File: config.mk
export PLATFORM = sky130hd
export DESIGN_NAME = ufc_flow
export DESIGN_NICKNAME = d
export VERILOG_FILES = /design/src/ufc_pkg.sv /design/src/ufc_flow.sv
export SDC_FILE = /design/constraint.sdc
export NUM_CORES = 1
export LEC_CHECK = 0
export ABC_AREA = 1
export BUFFER_PORTS_ARGS = -buffer_cell sky130_fd_sc_hd__buf_2
export CORE_MARGIN = 2
export CORE_UTILIZATION = 63
export CTS_CLUSTER_SIZE = 8
export DETAILED_ROUTE_END_ITERATION = 6
export HOLD_SLACK_MARGIN = 0.02
export PLACE_DENSITY_LB_ADDON = 0.3
export SLEW_MARGIN = 20
export SYNTH_ARGS = -nofsm -noshare
export SYNTH_HDL_FRONTEND = slang
export SYNTH_SLANG_ARGS = --single-unit
export TNS_END_PERCENT = 10
File: constraint.sdc
create_clock -name clk_sys -period 10.3 [get_ports clk_sys]
set_input_delay 0 -clock clk_sys [delete_from_list [all_inputs] [get_ports clk_sys]]
set_output_delay 0 -clock clk_sys [all_outputs]
set_load 0.01 [all_outputs]
File: src/ufc_pkg.sv
// ufc_pkg: register map, field positions, trigger tables and timing
// counts for the uart flow control block.
// assumes: one 250 MHz system clock and a 32-bit wishbone slave port.
`default_nettype none
package ufc_pkg;
  // ==================================================================
  // register byte offsets
  localparam logic [7:0] ADR_FEAT  = 8'h00; // enhanced_feature_reg
  localparam logic [7:0] ADR_IEN   = 8'h04; // interrupt_enable_reg
  localparam logic [7:0] ADR_ISTAT = 8'h08; // interrupt_status_reg
  localparam logic [7:0] ADR_MCTL  = 8'h0c; // modem_control_reg
  localparam logic [7:0] ADR_RES1  = 8'h10; // resume_char_first
  localparam logic [7:0] ADR_RES2  = 8'h14; // resume_char_second
  localparam logic [7:0] ADR_PAU1  = 8'h18; // pause_char_first
  localparam logic [7:0] ADR_PAU2  = 8'h1c; // pause_char_second
  localparam logic [7:0] ADR_TRIG  = 8'h20; // trigger control
  localparam logic [7:0] ADR_STAT  = 8'h24; // block status, read only
  // ==================================================================
  // field positions
  localparam int FEAT_CTS   = 7; // auto cts gating
  localparam int FEAT_RTS   = 6; // auto rts control
  localparam int FEAT_ENH   = 4; // enhanced function unlock
  localparam int IEN_RXT    = 0; // rx trigger interrupt
  localparam int IEN_XOFF   = 5; // xoff interrupt
  localparam int IEN_RTS    = 6; // rts interrupt
  localparam int IEN_CTS    = 7; // cts interrupt
  localparam int IST_RXT    = 0; // rx trigger reached
  localparam int IST_XOFF   = 4; // xoff received
  localparam int IST_MODEM  = 5; // cts or rts went high
  localparam int MCTL_RTS   = 1; // rts request
  localparam int TRG_TBLD   = 2; // programmable table select
  // ==================================================================
  // reset values
  localparam logic [7:0]  RST_BYTE = 8'h00;
  localparam logic [19:0] RST_TRIG = 20'h00000;
  // ==================================================================
  // fixed trigger tables, level 3 in the top seven bits
  localparam logic [27:0] TBL_A = {7'h0e, 7'h08, 7'h04, 7'h01};
  localparam logic [27:0] TBL_B = {7'h1c, 7'h18, 7'h10, 7'h08};
  localparam logic [27:0] TBL_C = {7'h3c, 7'h38, 7'h10, 7'h08};
  localparam logic [6:0]  FIFO_FULL = 7'h40;
  // ==================================================================
  // xoff send delay: two character times counted in bit ticks
  localparam int DELAY_CHARS = 2;
  localparam int FRAME_BITS  = 10;
  localparam logic [4:0] DELAY_BITS = 5'(DELAY_CHARS * FRAME_BITS);
  // ==================================================================
  // flow character sender states
  typedef enum logic [1:0] {UFC_IDLE, UFC_WAIT, UFC_CH1, UFC_CH2}
    ufc_snd_t;
endpackage
`default_nettype wire

File: src/ufc_flow.sv
// ufc_flow: automatic rts/cts and xon/xoff flow control of one uart.
// assumes: receiver, fifo, transmitter and baud tick share clk_sys;
// received characters arrive at least two cycles apart.
//
// Summary of operation
// - rx trigger reached raises receive interrupt
// - rts stays low until upper limit
// - rts low again at lower limit
// - keep storing characters while rts high
// - hysteresis acts only after rts asserted
// - tables a-c use neighbour levels as limits
// - cts gating only with feature bit 7
// - cts interrupt enable needs feature bit 4
// - cts high sets status bit 5
// - cts high stops after current character
// - cts low resumes transmission
// - compare one or two chars to pattern
// - xoff stops after current character
// - xoff sets flag and interrupt if enabled
// - xon resumes and clears status bit 4
// - pattern characters reset to zero
// - double mode needs both characters in order
// - matched flow characters never stored
// - send xoff two char times after trigger
// - tables a-c: xon one step below
// - table d: xon below level minus hysteresis
// - auto rts only with feature bit 6
`timescale 1ns/1ps
`default_nettype none
module ufc_flow
  import ufc_pkg::*;
(
  input  wire logic        clk_sys,      // 250 mhz system clock
  input  wire logic        rst,          // synchronous reset
  input  wire logic        ce,           // clock enable
  input  wire logic        wb_cyc_i,     // bus cycle
  input  wire logic        wb_stb_i,     // bus strobe
  input  wire logic        wb_we_i,      // write enable
  input  wire logic [7:0]  wb_adr_i,     // byte address
  input  wire logic [31:0] wb_dat_i,     // write data
  input  wire logic [3:0]  wb_sel_i,     // byte lanes
  output logic      [31:0] wb_dat_o,     // read data
  output logic             wb_ack_o,     // acknowledge
  input  wire logic        cts_n,        // clear to send pin
  output logic             rts_n,        // request to send pin
  input  wire logic [6:0]  rx_fill,      // receive fifo fill
  input  wire logic        rx_in_v,      // received char valid
  input  wire logic [7:0]  rx_in_d,      // received char
  output logic             rx_store_v,   // push to receive fifo
  output logic      [7:0]  rx_store_d,   // char to push
  input  wire logic        bit_tick,     // one pulse per bit time
  output logic             tx_allow,     // transmitter may start
  output logic             flow_tx_req,  // flow char to send
  output logic      [7:0]  flow_tx_char, // flow char value
  input  wire logic        flow_tx_ack,  // flow char taken
  output logic             irq           // interrupt output
);
  // ==================================================================
  // registers
  logic [7:0]  feat;            // enhanced_feature_reg
  logic [7:0]  ien;             // interrupt_enable_reg
  logic [7:0]  istat;           // interrupt_status_reg
  logic [7:0]  mctl;            // modem_control_reg
  logic [7:0]  res1;            // resume_char_first
  logic [7:0]  res2;            // resume_char_second
  logic [7:0]  pau1;            // pause_char_first
  logic [7:0]  pau2;            // pause_char_second
  logic [19:0] trig;            // trigger control
  logic        cts_meta;        // synchroniser first stage
  logic        cts_s;           // synchronised cts
  logic        cts_d;           // cts delayed for edges
  logic        rts_go;          // rts was asserted once
  logic        xoff_hold;       // suspended by xoff
  logic        above_d;         // fill at trigger last cycle
  logic        pend_v;          // first char of a pair held
  logic [7:0]  pend_d;          // held char
  logic        spill_v;         // char to push next cycle
  logic [7:0]  spill_d;         // spilled char
  logic        off_sent;        // xoff sent, xon owed
  logic        send_off;        // sending the pause pair
  logic [4:0]  dly;             // bit tick counter
  ufc_snd_t    snd;             // sender state
  ufc_snd_t    next_snd;        // sender next state
  logic        next_rts;        // rts pin next value

  // ==================================================================
  // trigger levels
  // picks one entry of a fixed table
  function automatic logic [6:0] lvl(input logic [1:0] tb,
                                     input logic [1:0] ix);
    logic [27:0] t;
    t = (tb == 2'h0) ? TBL_A : (tb == 2'h1) ? TBL_B : TBL_C;
    return t[7*ix +: 7];
  endfunction

  wire [1:0] t_ix  = trig[1:0];           // level index
  wire       t_d   = trig[TRG_TBLD];      // programmable table
  wire [1:0] t_tb  = trig[4:3];           // fixed table choice
  wire [6:0] d_lvl = {1'b0, trig[13:8]};  // programmable level
  wire [6:0] d_hys = {3'h0, trig[19:16]}; // programmable hysteresis
  wire [6:0] trg   = t_d ? d_lvl : lvl(t_tb, t_ix);
  // limits: neighbours in the fixed tables
  // neighbour level limits
  wire [6:0] up_ab = (t_ix == 2'h3) ? FIFO_FULL
                   : lvl(t_tb, t_ix + 2'h1);
  wire [6:0] lo_ab = (t_ix == 2'h0) ? 7'h00
                   : lvl(t_tb, t_ix - 2'h1);
  wire [6:0] upper = t_d ? d_lvl + d_hys : up_ab;
  wire [6:0] lower = t_d ? ((d_lvl > d_hys) ? d_lvl - d_hys : 7'h00)
                   : lo_ab;
  wire       above = rx_fill >= trg;
  // one step under, level minus hysteresis
  wire       xon_ok = t_d ? (rx_fill < lower) : (rx_fill <= lower);

  // ==================================================================
  // bus decode
  wire req   = wb_cyc_i & wb_stb_i & ~wb_ack_o; // new request
  wire wr    = req & wb_we_i;                   // write strobe
  wire wr0   = wr & wb_sel_i[0];                // low byte write
  wire w_ft  = wr0 & (wb_adr_i == ADR_FEAT);
  wire w_ie  = wr0 & (wb_adr_i == ADR_IEN);
  wire w_is  = wr0 & (wb_adr_i == ADR_ISTAT);
  wire w_mc  = wr0 & (wb_adr_i == ADR_MCTL);
  wire w_r1  = wr0 & (wb_adr_i == ADR_RES1);
  wire w_r2  = wr0 & (wb_adr_i == ADR_RES2);
  wire w_p1  = wr0 & (wb_adr_i == ADR_PAU1);
  wire w_p2  = wr0 & (wb_adr_i == ADR_PAU2);
  wire w_tg  = wr & (wb_adr_i == ADR_TRIG);
  wire [7:0] ien_mask = feat[FEAT_ENH] ? 8'hff : 8'h0f;
  wire [31:0] rd =
      (wb_adr_i == ADR_FEAT)  ? {24'h0, feat}  :
      (wb_adr_i == ADR_IEN)   ? {24'h0, ien}   :
      (wb_adr_i == ADR_ISTAT) ? {24'h0, istat} :
      (wb_adr_i == ADR_MCTL)  ? {24'h0, mctl}  :
      (wb_adr_i == ADR_RES1)  ? {24'h0, res1}  :
      (wb_adr_i == ADR_RES2)  ? {24'h0, res2}  :
      (wb_adr_i == ADR_PAU1)  ? {24'h0, pau1}  :
      (wb_adr_i == ADR_PAU2)  ? {24'h0, pau2}  :
      (wb_adr_i == ADR_TRIG)  ? {12'h0, trig}  :
      (wb_adr_i == ADR_STAT)  ? {16'h0, 1'b0, rx_fill, 3'h0,
                                 off_sent, pend_v, xoff_hold,
                                 ~tx_allow, rts_n} : 32'h0;

  // ==================================================================
  // character matching
  wire sw_one = feat[1:0] == 2'h1;   // single char compare
  wire sw_two = feat[1:0] == 2'h2;   // pair compare
  wire tx_one = feat[3:2] == 2'h1;   // send single chars
  wire tx_two = feat[3:2] == 2'h2;   // send pairs
  wire tx_en  = tx_one | tx_two;
  wire hit_off = rx_in_v & (sw_one ? rx_in_d == pau1
               : sw_two & pend_v & pend_d == pau1 & rx_in_d == pau2);
  wire hit_on  = rx_in_v & (sw_one ? rx_in_d == res1
               : sw_two & pend_v & pend_d == res1 & rx_in_d == res2);
  wire first   = sw_two & (rx_in_d == pau1 | rx_in_d == res1)
               & ~hit_off & ~hit_on;
  wire cts_rise = cts_s & ~cts_d;      // cts deasserted
  wire rts_rise = next_rts & ~rts_n;   // rts deasserted

  // ==================================================================
  // rts hysteresis
  always_comb begin
    next_rts = rts_n;
    if (!mctl[MCTL_RTS]) begin
      next_rts = 1'b1;
    end else if (!feat[FEAT_RTS] || !rts_go) begin
      next_rts = 1'b0;
    end else if (!rts_n && rx_fill >= upper) begin
      next_rts = 1'b1;
    end else if (rts_n && rx_fill <= lower) begin
      next_rts = 1'b0;
    end
  end

  // ==================================================================
  // bus slave: ack and read data one cycle after the request
  always_ff @(posedge clk_sys) begin
    if (rst) begin
      wb_ack_o <= 1'b0;
      wb_dat_o <= 32'h0;
    end else if (ce) begin
      wb_ack_o <= req;
      wb_dat_o <= rd;
    end
  end

  // configuration registers
  always_ff @(posedge clk_sys) begin
    if (rst) begin
      feat <= RST_BYTE;
      ien  <= RST_BYTE;
      mctl <= RST_BYTE;
      res1 <= RST_BYTE;
      res2 <= RST_BYTE;
      pau1 <= RST_BYTE;
      pau2 <= RST_BYTE;
      trig <= RST_TRIG;
    end else if (ce) begin
      if (w_ft) feat <= wb_dat_i[7:0];
      if (w_ie) ien <= wb_dat_i[7:0] & ien_mask;
      if (w_mc) mctl <= wb_dat_i[7:0];
      if (w_r1) res1 <= wb_dat_i[7:0];
      if (w_r2) res2 <= wb_dat_i[7:0];
      if (w_p1) pau1 <= wb_dat_i[7:0];
      if (w_p2) pau2 <= wb_dat_i[7:0];
      if (w_tg && wb_sel_i[0]) trig[7:0]   <= wb_dat_i[7:0];
      if (w_tg && wb_sel_i[1]) trig[15:8]  <= wb_dat_i[15:8];
      if (w_tg && wb_sel_i[2]) trig[19:16] <= wb_dat_i[19:16];
    end
  end

  // ==================================================================
  // cts synchroniser and edge history
  always_ff @(posedge clk_sys) begin
    if (rst) begin
      cts_meta <= 1'b0;
      cts_s    <= 1'b0;
      cts_d    <= 1'b0;
    end else if (ce) begin
      cts_meta <= cts_n;
      cts_s    <= cts_meta;
      cts_d    <= cts_s;
    end
  end

  // rts pin and start flag
  always_ff @(posedge clk_sys) begin
    if (rst) begin
      rts_n  <= 1'b1;
      rts_go <= 1'b0;
    end else if (ce) begin
      rts_n  <= next_rts;
      rts_go <= mctl[MCTL_RTS] & (rts_go | ~rts_n);
    end
  end

  // ==================================================================
  // interrupt status: hardware set wins over software clear
  always_ff @(posedge clk_sys) begin
    if (rst) begin
      istat   <= RST_BYTE;
      above_d <= 1'b0;
      irq     <= 1'b0;
    end else if (ce) begin
      above_d <= above;
      irq     <= |istat;
      if (w_is) istat <= istat & ~wb_dat_i[7:0];
      if (above && !above_d && ien[IEN_RXT]) istat[IST_RXT] <= 1'b1;
      if (hit_on) istat[IST_XOFF] <= 1'b0;
      if (hit_off && ien[IEN_XOFF]) istat[IST_XOFF] <= 1'b1;
      if (cts_rise && ien[IEN_CTS]) istat[IST_MODEM] <= 1'b1;
      if (rts_rise && ien[IEN_RTS]) istat[IST_MODEM] <= 1'b1;
    end
  end

  // ==================================================================
  // transmit gating, sampled by the transmitter at character start
  always_ff @(posedge clk_sys) begin
    if (rst) begin
      xoff_hold <= 1'b0;
      tx_allow  <= 1'b0;
    end else if (ce) begin
      if (!sw_one && !sw_two) xoff_hold <= 1'b0;
      else if (hit_off) xoff_hold <= 1'b1;
      else if (hit_on) xoff_hold <= 1'b0;
      tx_allow <= ~((feat[FEAT_CTS] & cts_s) | xoff_hold | hit_off);
    end
  end

  // ==================================================================
  // receive path: drops matched flow chars, holds pair heads
  always_ff @(posedge clk_sys) begin
    if (rst) begin
      rx_store_v <= 1'b0;
      rx_store_d <= 8'h00;
      pend_v     <= 1'b0;
      pend_d     <= 8'h00;
      spill_v    <= 1'b0;
      spill_d    <= 8'h00;
    end else if (ce) begin
      rx_store_v <= spill_v;
      rx_store_d <= spill_d;
      spill_v    <= 1'b0;
      if (rx_in_v) begin
        if (hit_off || hit_on) begin
          pend_v <= 1'b0;
        end else if (pend_v) begin
          // held head was not a pair: release it
          rx_store_v <= 1'b1;
          rx_store_d <= pend_d;
          pend_v     <= first;
          pend_d     <= rx_in_d;
          spill_v    <= ~first;
          spill_d    <= rx_in_d;
        end else if (first) begin
          pend_v <= 1'b1;
          pend_d <= rx_in_d;
        end else begin
          rx_store_v <= 1'b1;
          rx_store_d <= rx_in_d;
        end
      end
    end
  end

  // ==================================================================
  // flow character sender
  always_comb begin
    next_snd = snd;
    case (snd)
      UFC_IDLE: begin
        if (tx_en && !off_sent && above) next_snd = UFC_WAIT;
        else if (tx_en && off_sent && xon_ok) next_snd = UFC_CH1;
      end
      UFC_WAIT: begin
        if (bit_tick && dly == DELAY_BITS - 5'h01) next_snd = UFC_CH1;
      end
      UFC_CH1: begin
        if (flow_tx_ack) next_snd = tx_two ? UFC_CH2 : UFC_IDLE;
      end
      UFC_CH2: begin
        if (flow_tx_ack) next_snd = UFC_IDLE;
      end
      default: next_snd = UFC_IDLE;
    endcase
  end

  // sender registers and the character handed to the transmitter
  always_ff @(posedge clk_sys) begin
    if (rst) begin
      snd          <= UFC_IDLE;
      dly          <= 5'h00;
      off_sent     <= 1'b0;
      send_off     <= 1'b0;
      flow_tx_req  <= 1'b0;
      flow_tx_char <= 8'h00;
    end else if (ce) begin
      snd <= next_snd;
      if (!tx_en) off_sent <= 1'b0;
      if (snd == UFC_IDLE) begin
        dly      <= 5'h00;
        send_off <= ~off_sent;
      end
      if (snd == UFC_WAIT && bit_tick) dly <= dly + 5'h01;
      flow_tx_req <= next_snd == UFC_CH1 || next_snd == UFC_CH2;
      if (next_snd == UFC_CH1) begin
        flow_tx_char <= (snd == UFC_WAIT) ? pau1 : res1;
      end
      if (next_snd == UFC_CH2) begin
        flow_tx_char <= send_off ? pau2 : res2;
      end
      if (snd != UFC_IDLE && next_snd == UFC_IDLE) off_sent <= send_off;
    end
  end

  // ==================================================================
  // checks
  property p_rts_up;
    @(posedge clk_sys) disable iff (rst)
    ce && mctl[MCTL_RTS] && feat[FEAT_RTS] && rts_go && !rts_n
      && rx_fill >= upper |=> rts_n;
  endproperty
  a_rts_up: assert property (p_rts_up)
    else $error("rts not raised at upper limit");

  property p_rts_down;
    @(posedge clk_sys) disable iff (rst)
    ce && mctl[MCTL_RTS] && feat[FEAT_RTS] && rts_n && rts_go
      && rx_fill <= lower |=> !rts_n;
  endproperty
  a_rts_down: assert property (p_rts_down)
    else $error("rts not lowered at lower limit");

  property p_cts_gate;
    @(posedge clk_sys) disable iff (rst)
    ce && feat[FEAT_CTS] && cts_s |=> !tx_allow;
  endproperty
  a_cts_gate: assert property (p_cts_gate)
    else $error("transmit allowed while cts high");

  property p_cts_irq;
    @(posedge clk_sys) disable iff (rst)
    ce && cts_rise && ien[IEN_CTS] |=> istat[IST_MODEM] ##1 irq;
  endproperty
  a_cts_irq: assert property (p_cts_irq)
    else $error("cts edge did not flag");

  property p_xoff_stop;
    @(posedge clk_sys) disable iff (rst)
    ce && hit_off |=> !tx_allow && xoff_hold;
  endproperty
  a_xoff_stop: assert property (p_xoff_stop)
    else $error("xoff did not suspend");

  property p_drop;
    @(posedge clk_sys) disable iff (rst)
    ce && (hit_off || hit_on) && !spill_v |=> !rx_store_v;
  endproperty
  a_drop: assert property (p_drop)
    else $error("flow char stored");

  property p_xon_clear;
    @(posedge clk_sys) disable iff (rst)
    ce && hit_on |=> !istat[IST_XOFF] && !xoff_hold;
  endproperty
  a_xon_clear: assert property (p_xon_clear)
    else $error("xon did not clear flag");

  property p_trig_irq;
    @(posedge clk_sys) disable iff (rst)
    ce && above && !above_d && ien[IEN_RXT] |=> istat[IST_RXT];
  endproperty
  a_trig_irq: assert property (p_trig_irq)
    else $error("trigger interrupt missing");
endmodule
`default_nettype wire

==> results.sh <==
export IMPL_worstPathRequired_ns=10.62
export IMPL_drive_gt1_share_pct=12.5
export IMPL_setup_tns_ns=0
export IMPL_crit_family="simple AND/OR/NAND/NOR gates"
export IMPL_max_vdd_ir_drop_uv=115
export IMPL_grt_overflow_total=0
export IMPL_maxCapViolCount=0
export IMPL_critical_path_slowest_cell="nand3_1"
export IMPL_hp_start="wb_dat_i[0]"
export IMPL_grt_start_max_net_pins=86
export IMPL_clock_latency_ns=0.45
export IMPL_fin_ws_ns=6.00
export IMPL_ys_ff_latch=159
export IMPL_start_util_pct=63.8
export IMPL_preCtsSetupSlack_ns=6.07
export IMPL_power_density_mw_per_mm2=133
export IMPL_hold_end="pau2[0]$_SDFFE_PP0P_"
export IMPL_slew_violations=0
export IMPL_outcome="finished, final reports clean"
export IMPL_crit_chain="inv_1 > ha_1 > nand2_1 > o21ai_0 > inv_1 > nor2_1 > inv_1 > a21oi_1 > nor2_1 > inv_1 > nand3_1 > o21ai_0 > inv_1 > ha_1 > a21oi_1 > o21ai_0 > nand2_1 > o211ai_1 > o21ai_0 > nand2_1 > o21ai_0 > nand3_1 > nor3_1 > nor2_1"
export IMPL_max_stage_delay_ns=0.60
export IMPL_coreArea_mm2=0.0144
export IMPL_hold_viol=0
export IMPL_rows=44
export IMPL_yosys_most_used_dff="dfxtp_1"
export IMPL_die_w_um=125
export IMPL_post_cts_buffers=0
export IMPL_reg2regPathDepth=24
export IMPL_path_max_fanout=18
export IMPL_fin_skew_ns=0.0144
export IMPL_fin_cells=1645
export IMPL_rr_endpoint="flow_tx_char[2]$_SDFFE_PP0P_"
export IMPL_synth_area_mm2=0.00920
export IMPL_grt_pass1_wl_um=46200
export IMPL_synth_top_area_cell="dfxtp_1"
export IMPL_ant_nets=0
export IMPL_path_class="register to register"
export IMPL_wl_per_cell_um=17.4
export IMPL_regToRegStartpoint="trig[17]$_SDFFE_PP0P_"
export IMPL_cts_tree="yes"
export IMPL_period_needed_ns=4.30
export IMPL_rsz0062_at_grt="no"
export IMPL_h_tree_depth=4
export IMPL_post_drt_via_cell_ratio=5.87
export IMPL_die_y_um=125
export IMPL_gp_congestion=1.00
export IMPL_async_reset_ff_share_pct=0
export IMPL_cts_buffers=17
export IMPL_maxSlewHeadroom_pct=34.5
export IMPL_layout_nets=1554
export IMPL_cts_root_buf="clkbuf_16"
export IMPL_fmax_mhz=232
export IMPL_antenna_found_initial=0
export IMPL_ios=123
export IMPL_fillCellCount=1259
export IMPL_synthTopCellsByArea="dfxtp_1, nand2_1, nor2_1"
export IMPL_finalWirelength_um=28600
export IMPL_dp_cells=1578
export IMPL_netlist_instances=1353
export IMPL_route_vias_total=9656
export IMPL_clockBufferDepth=2
export IMPL_worst_ep_arrival_time_ns=4.62
export IMPL_synth_cell_type_count=48
export IMPL_cp_num_buf_inv=5
export IMPL_dp_hpwl_um=20200
export IMPL_setup_viol=0
export IMPL_antenna_cells=0
export IMPL_drc_errors=0
export IMPL_grt_pass1_vias=8930
export IMPL_dr_pass1_iters=5
export IMPL_area_growth_pct=14.7
export IMPL_hold_path_depth=3
export IMPL_regToRegSetupSlack_ns=6.00
export IMPL_startpoint="trig[17]$_SDFFE_PP0P_"
export IMPL_leakagePower_nw=4.55
export IMPL_drt_iter0_markers=1120
export IMPL_portBuffers=97
export IMPL_hold_path_class="primary input to register"
export IMPL_synth_edf_count=0
export IMPL_min_period_over_period_pct=41.8
export IMPL_endpoint_kind="register"
export IMPL_worst_pin_slew_ns=0.982
export IMPL_cts_resized=0
export IMPL_seq_area_frac_synth_pct=34.6
export IMPL_die_area_mm2=0.0156
export IMPL_top_regs="trig: 20 flops, wb_dat_o: 20 flops"
export IMPL_synth_top_area_share_pct=34.6
export IMPL_yosys_warnings=0
export IMPL_clk_pin_slew_ns=0.07
export IMPL_track_usage_pct=37.2
export IMPL_startpoint_type="register"
export IMPL_cts_sinks=159
export IMPL_synth_avg_cell_area_um2=6.80
## per-stage QoR
step	area, µm²	hold slack, ns	total power [mW]	util (%)
final	10600	0.0296	1.41	73.2
after global routing	10600	0.0403	1.45	73.2
after CTS	10600	0.0238	1.40	73.1
after detailed placement	9610	0.252	0.763	66.6
after global placement	9610	0.252	0.761	66.6
after floorplan	9240	0.135	0.727	-
## cell usage in the layout, fill, tap and decap left out, types with 6 or more instances in the layout
cell / count
xor2_1: 7
inv_1: 140
nand3_1: 47
a31oi_1: 10
dlygate4sd3_1: 35
conb_1: 12
clkbuf_16: 17
buf_2: 97
xnor2_1: 16
nand2_2: 6
a21oi_2: 13
nand2_1: 235
dfxtp_1: 159
a211oi_1: 28
nor2_1: 191
nor3_1: 21
inv_2: 11
o211ai_1: 17
a21oi_1: 140
o21ai_0: 128
nor2_2: 8
ha_1: 35
nand4_1: 24
## worst max-delay path by stage
stage | end | cells after the start
after CTS | flow_tx_char[3]$_SDFFE_PP0P_ | 24
after global routing | flow_tx_char[3]$_SDFFE_PP0P_ | 24
final | flow_tx_char[2]$_SDFFE_PP0P_ | 24
after global placement | flow_tx_char[7]$_SDFFE_PP0P_ | 24
after detailed placement | flow_tx_char[3]$_SDFFE_PP0P_ | 24
after floorplan | flow_tx_char[0]$_SDFFE_PP0P_ | 25
## layer usage
metal | global-route usage, % | share of wire (%) | vias to the layer above | routed length, µm
met3 | 7.69 | 10 | 95 | 2940
li1 | - | - | 4663 | -
met1 | 50.2 | 42 | 4356 | 11900
met2 | 55.6 | 43 | 542 | 12300
met4 | 20.8 | 5.2 | 0 | 1480
met5 | 0 | 0 | - | 0
## worst reg2reg max path: cells and delay by family (launching register included)
family | cells | cell delay (ns)
AOI/OAI and AO/OA | 8 | 1.00
buffers and inverters | 5 | 0.45
DFF | 1 | 0.41
adders and majority gates | 2 | 0.62
and+or+nand+nor | 9 | 1.71
## power breakdown
part / total (mW) / switching (mW) / internal, mW
clock network: 0.644 / 0.277 / 0.367
logic: 0.132 / 0.0849 / 0.0467
registers: 0.631 / 0.00742 / 0.624
total: 1.41 / 0.369 / 1.04
## synthesized netlist by cell type (16+ instances only)
library cell and number:
nand2_1 235, nor2_1 192, dfxtp_1 159, inv_1 141, a21oi_1 140, o21ai_0 128, nand3_1 47, ha_1 35
clkbuf_1 31, a211oi_1 28, nand4_1 24, nor3_1 21, buf_2 17, o211ai_1 17, buf_4 16, xnor2_1 16
## kinds of logic (layout without fill, tap and decap cells)
logic type                 Yosys count  count (layout)  synth area share (%)
and+or+nand+nor                    543             543                  24.8
AOI/OAI and AO/OA                  362             362                  22.6
buffers and inverters              228             325                  10.5
DFF                                159             159                  34.6
adders and majority gates           37              37                  5.20
xor gates and xnor gates            23              23                  2.19
other                                1              12                0.0408
## final cells by class
| type | instances | area [µm²] | area share, % |
|---|---|---|---|
| timing repair buffer | 136 | 866 | 8.20 |
| clock buffer | 18 | 439 | 4.16 |
| multi-input combinational | 977 | 5090 | 48.2 |
| sequential | 159 | 3180 | 30.2 |
| inverter | 157 | 592 | 5.61 |
| clock inverter | 14 | 155 | 1.47 |
| tap | 184 | 230 | 2.18 |
## repair_timing
action | in CTS | in global routing
hold buffers | 35 | 0
endpoints found under the setup margin | 0 | 0
endpoints found under the hold margin | 50 | 0
(Power assumes the default switching activity.)
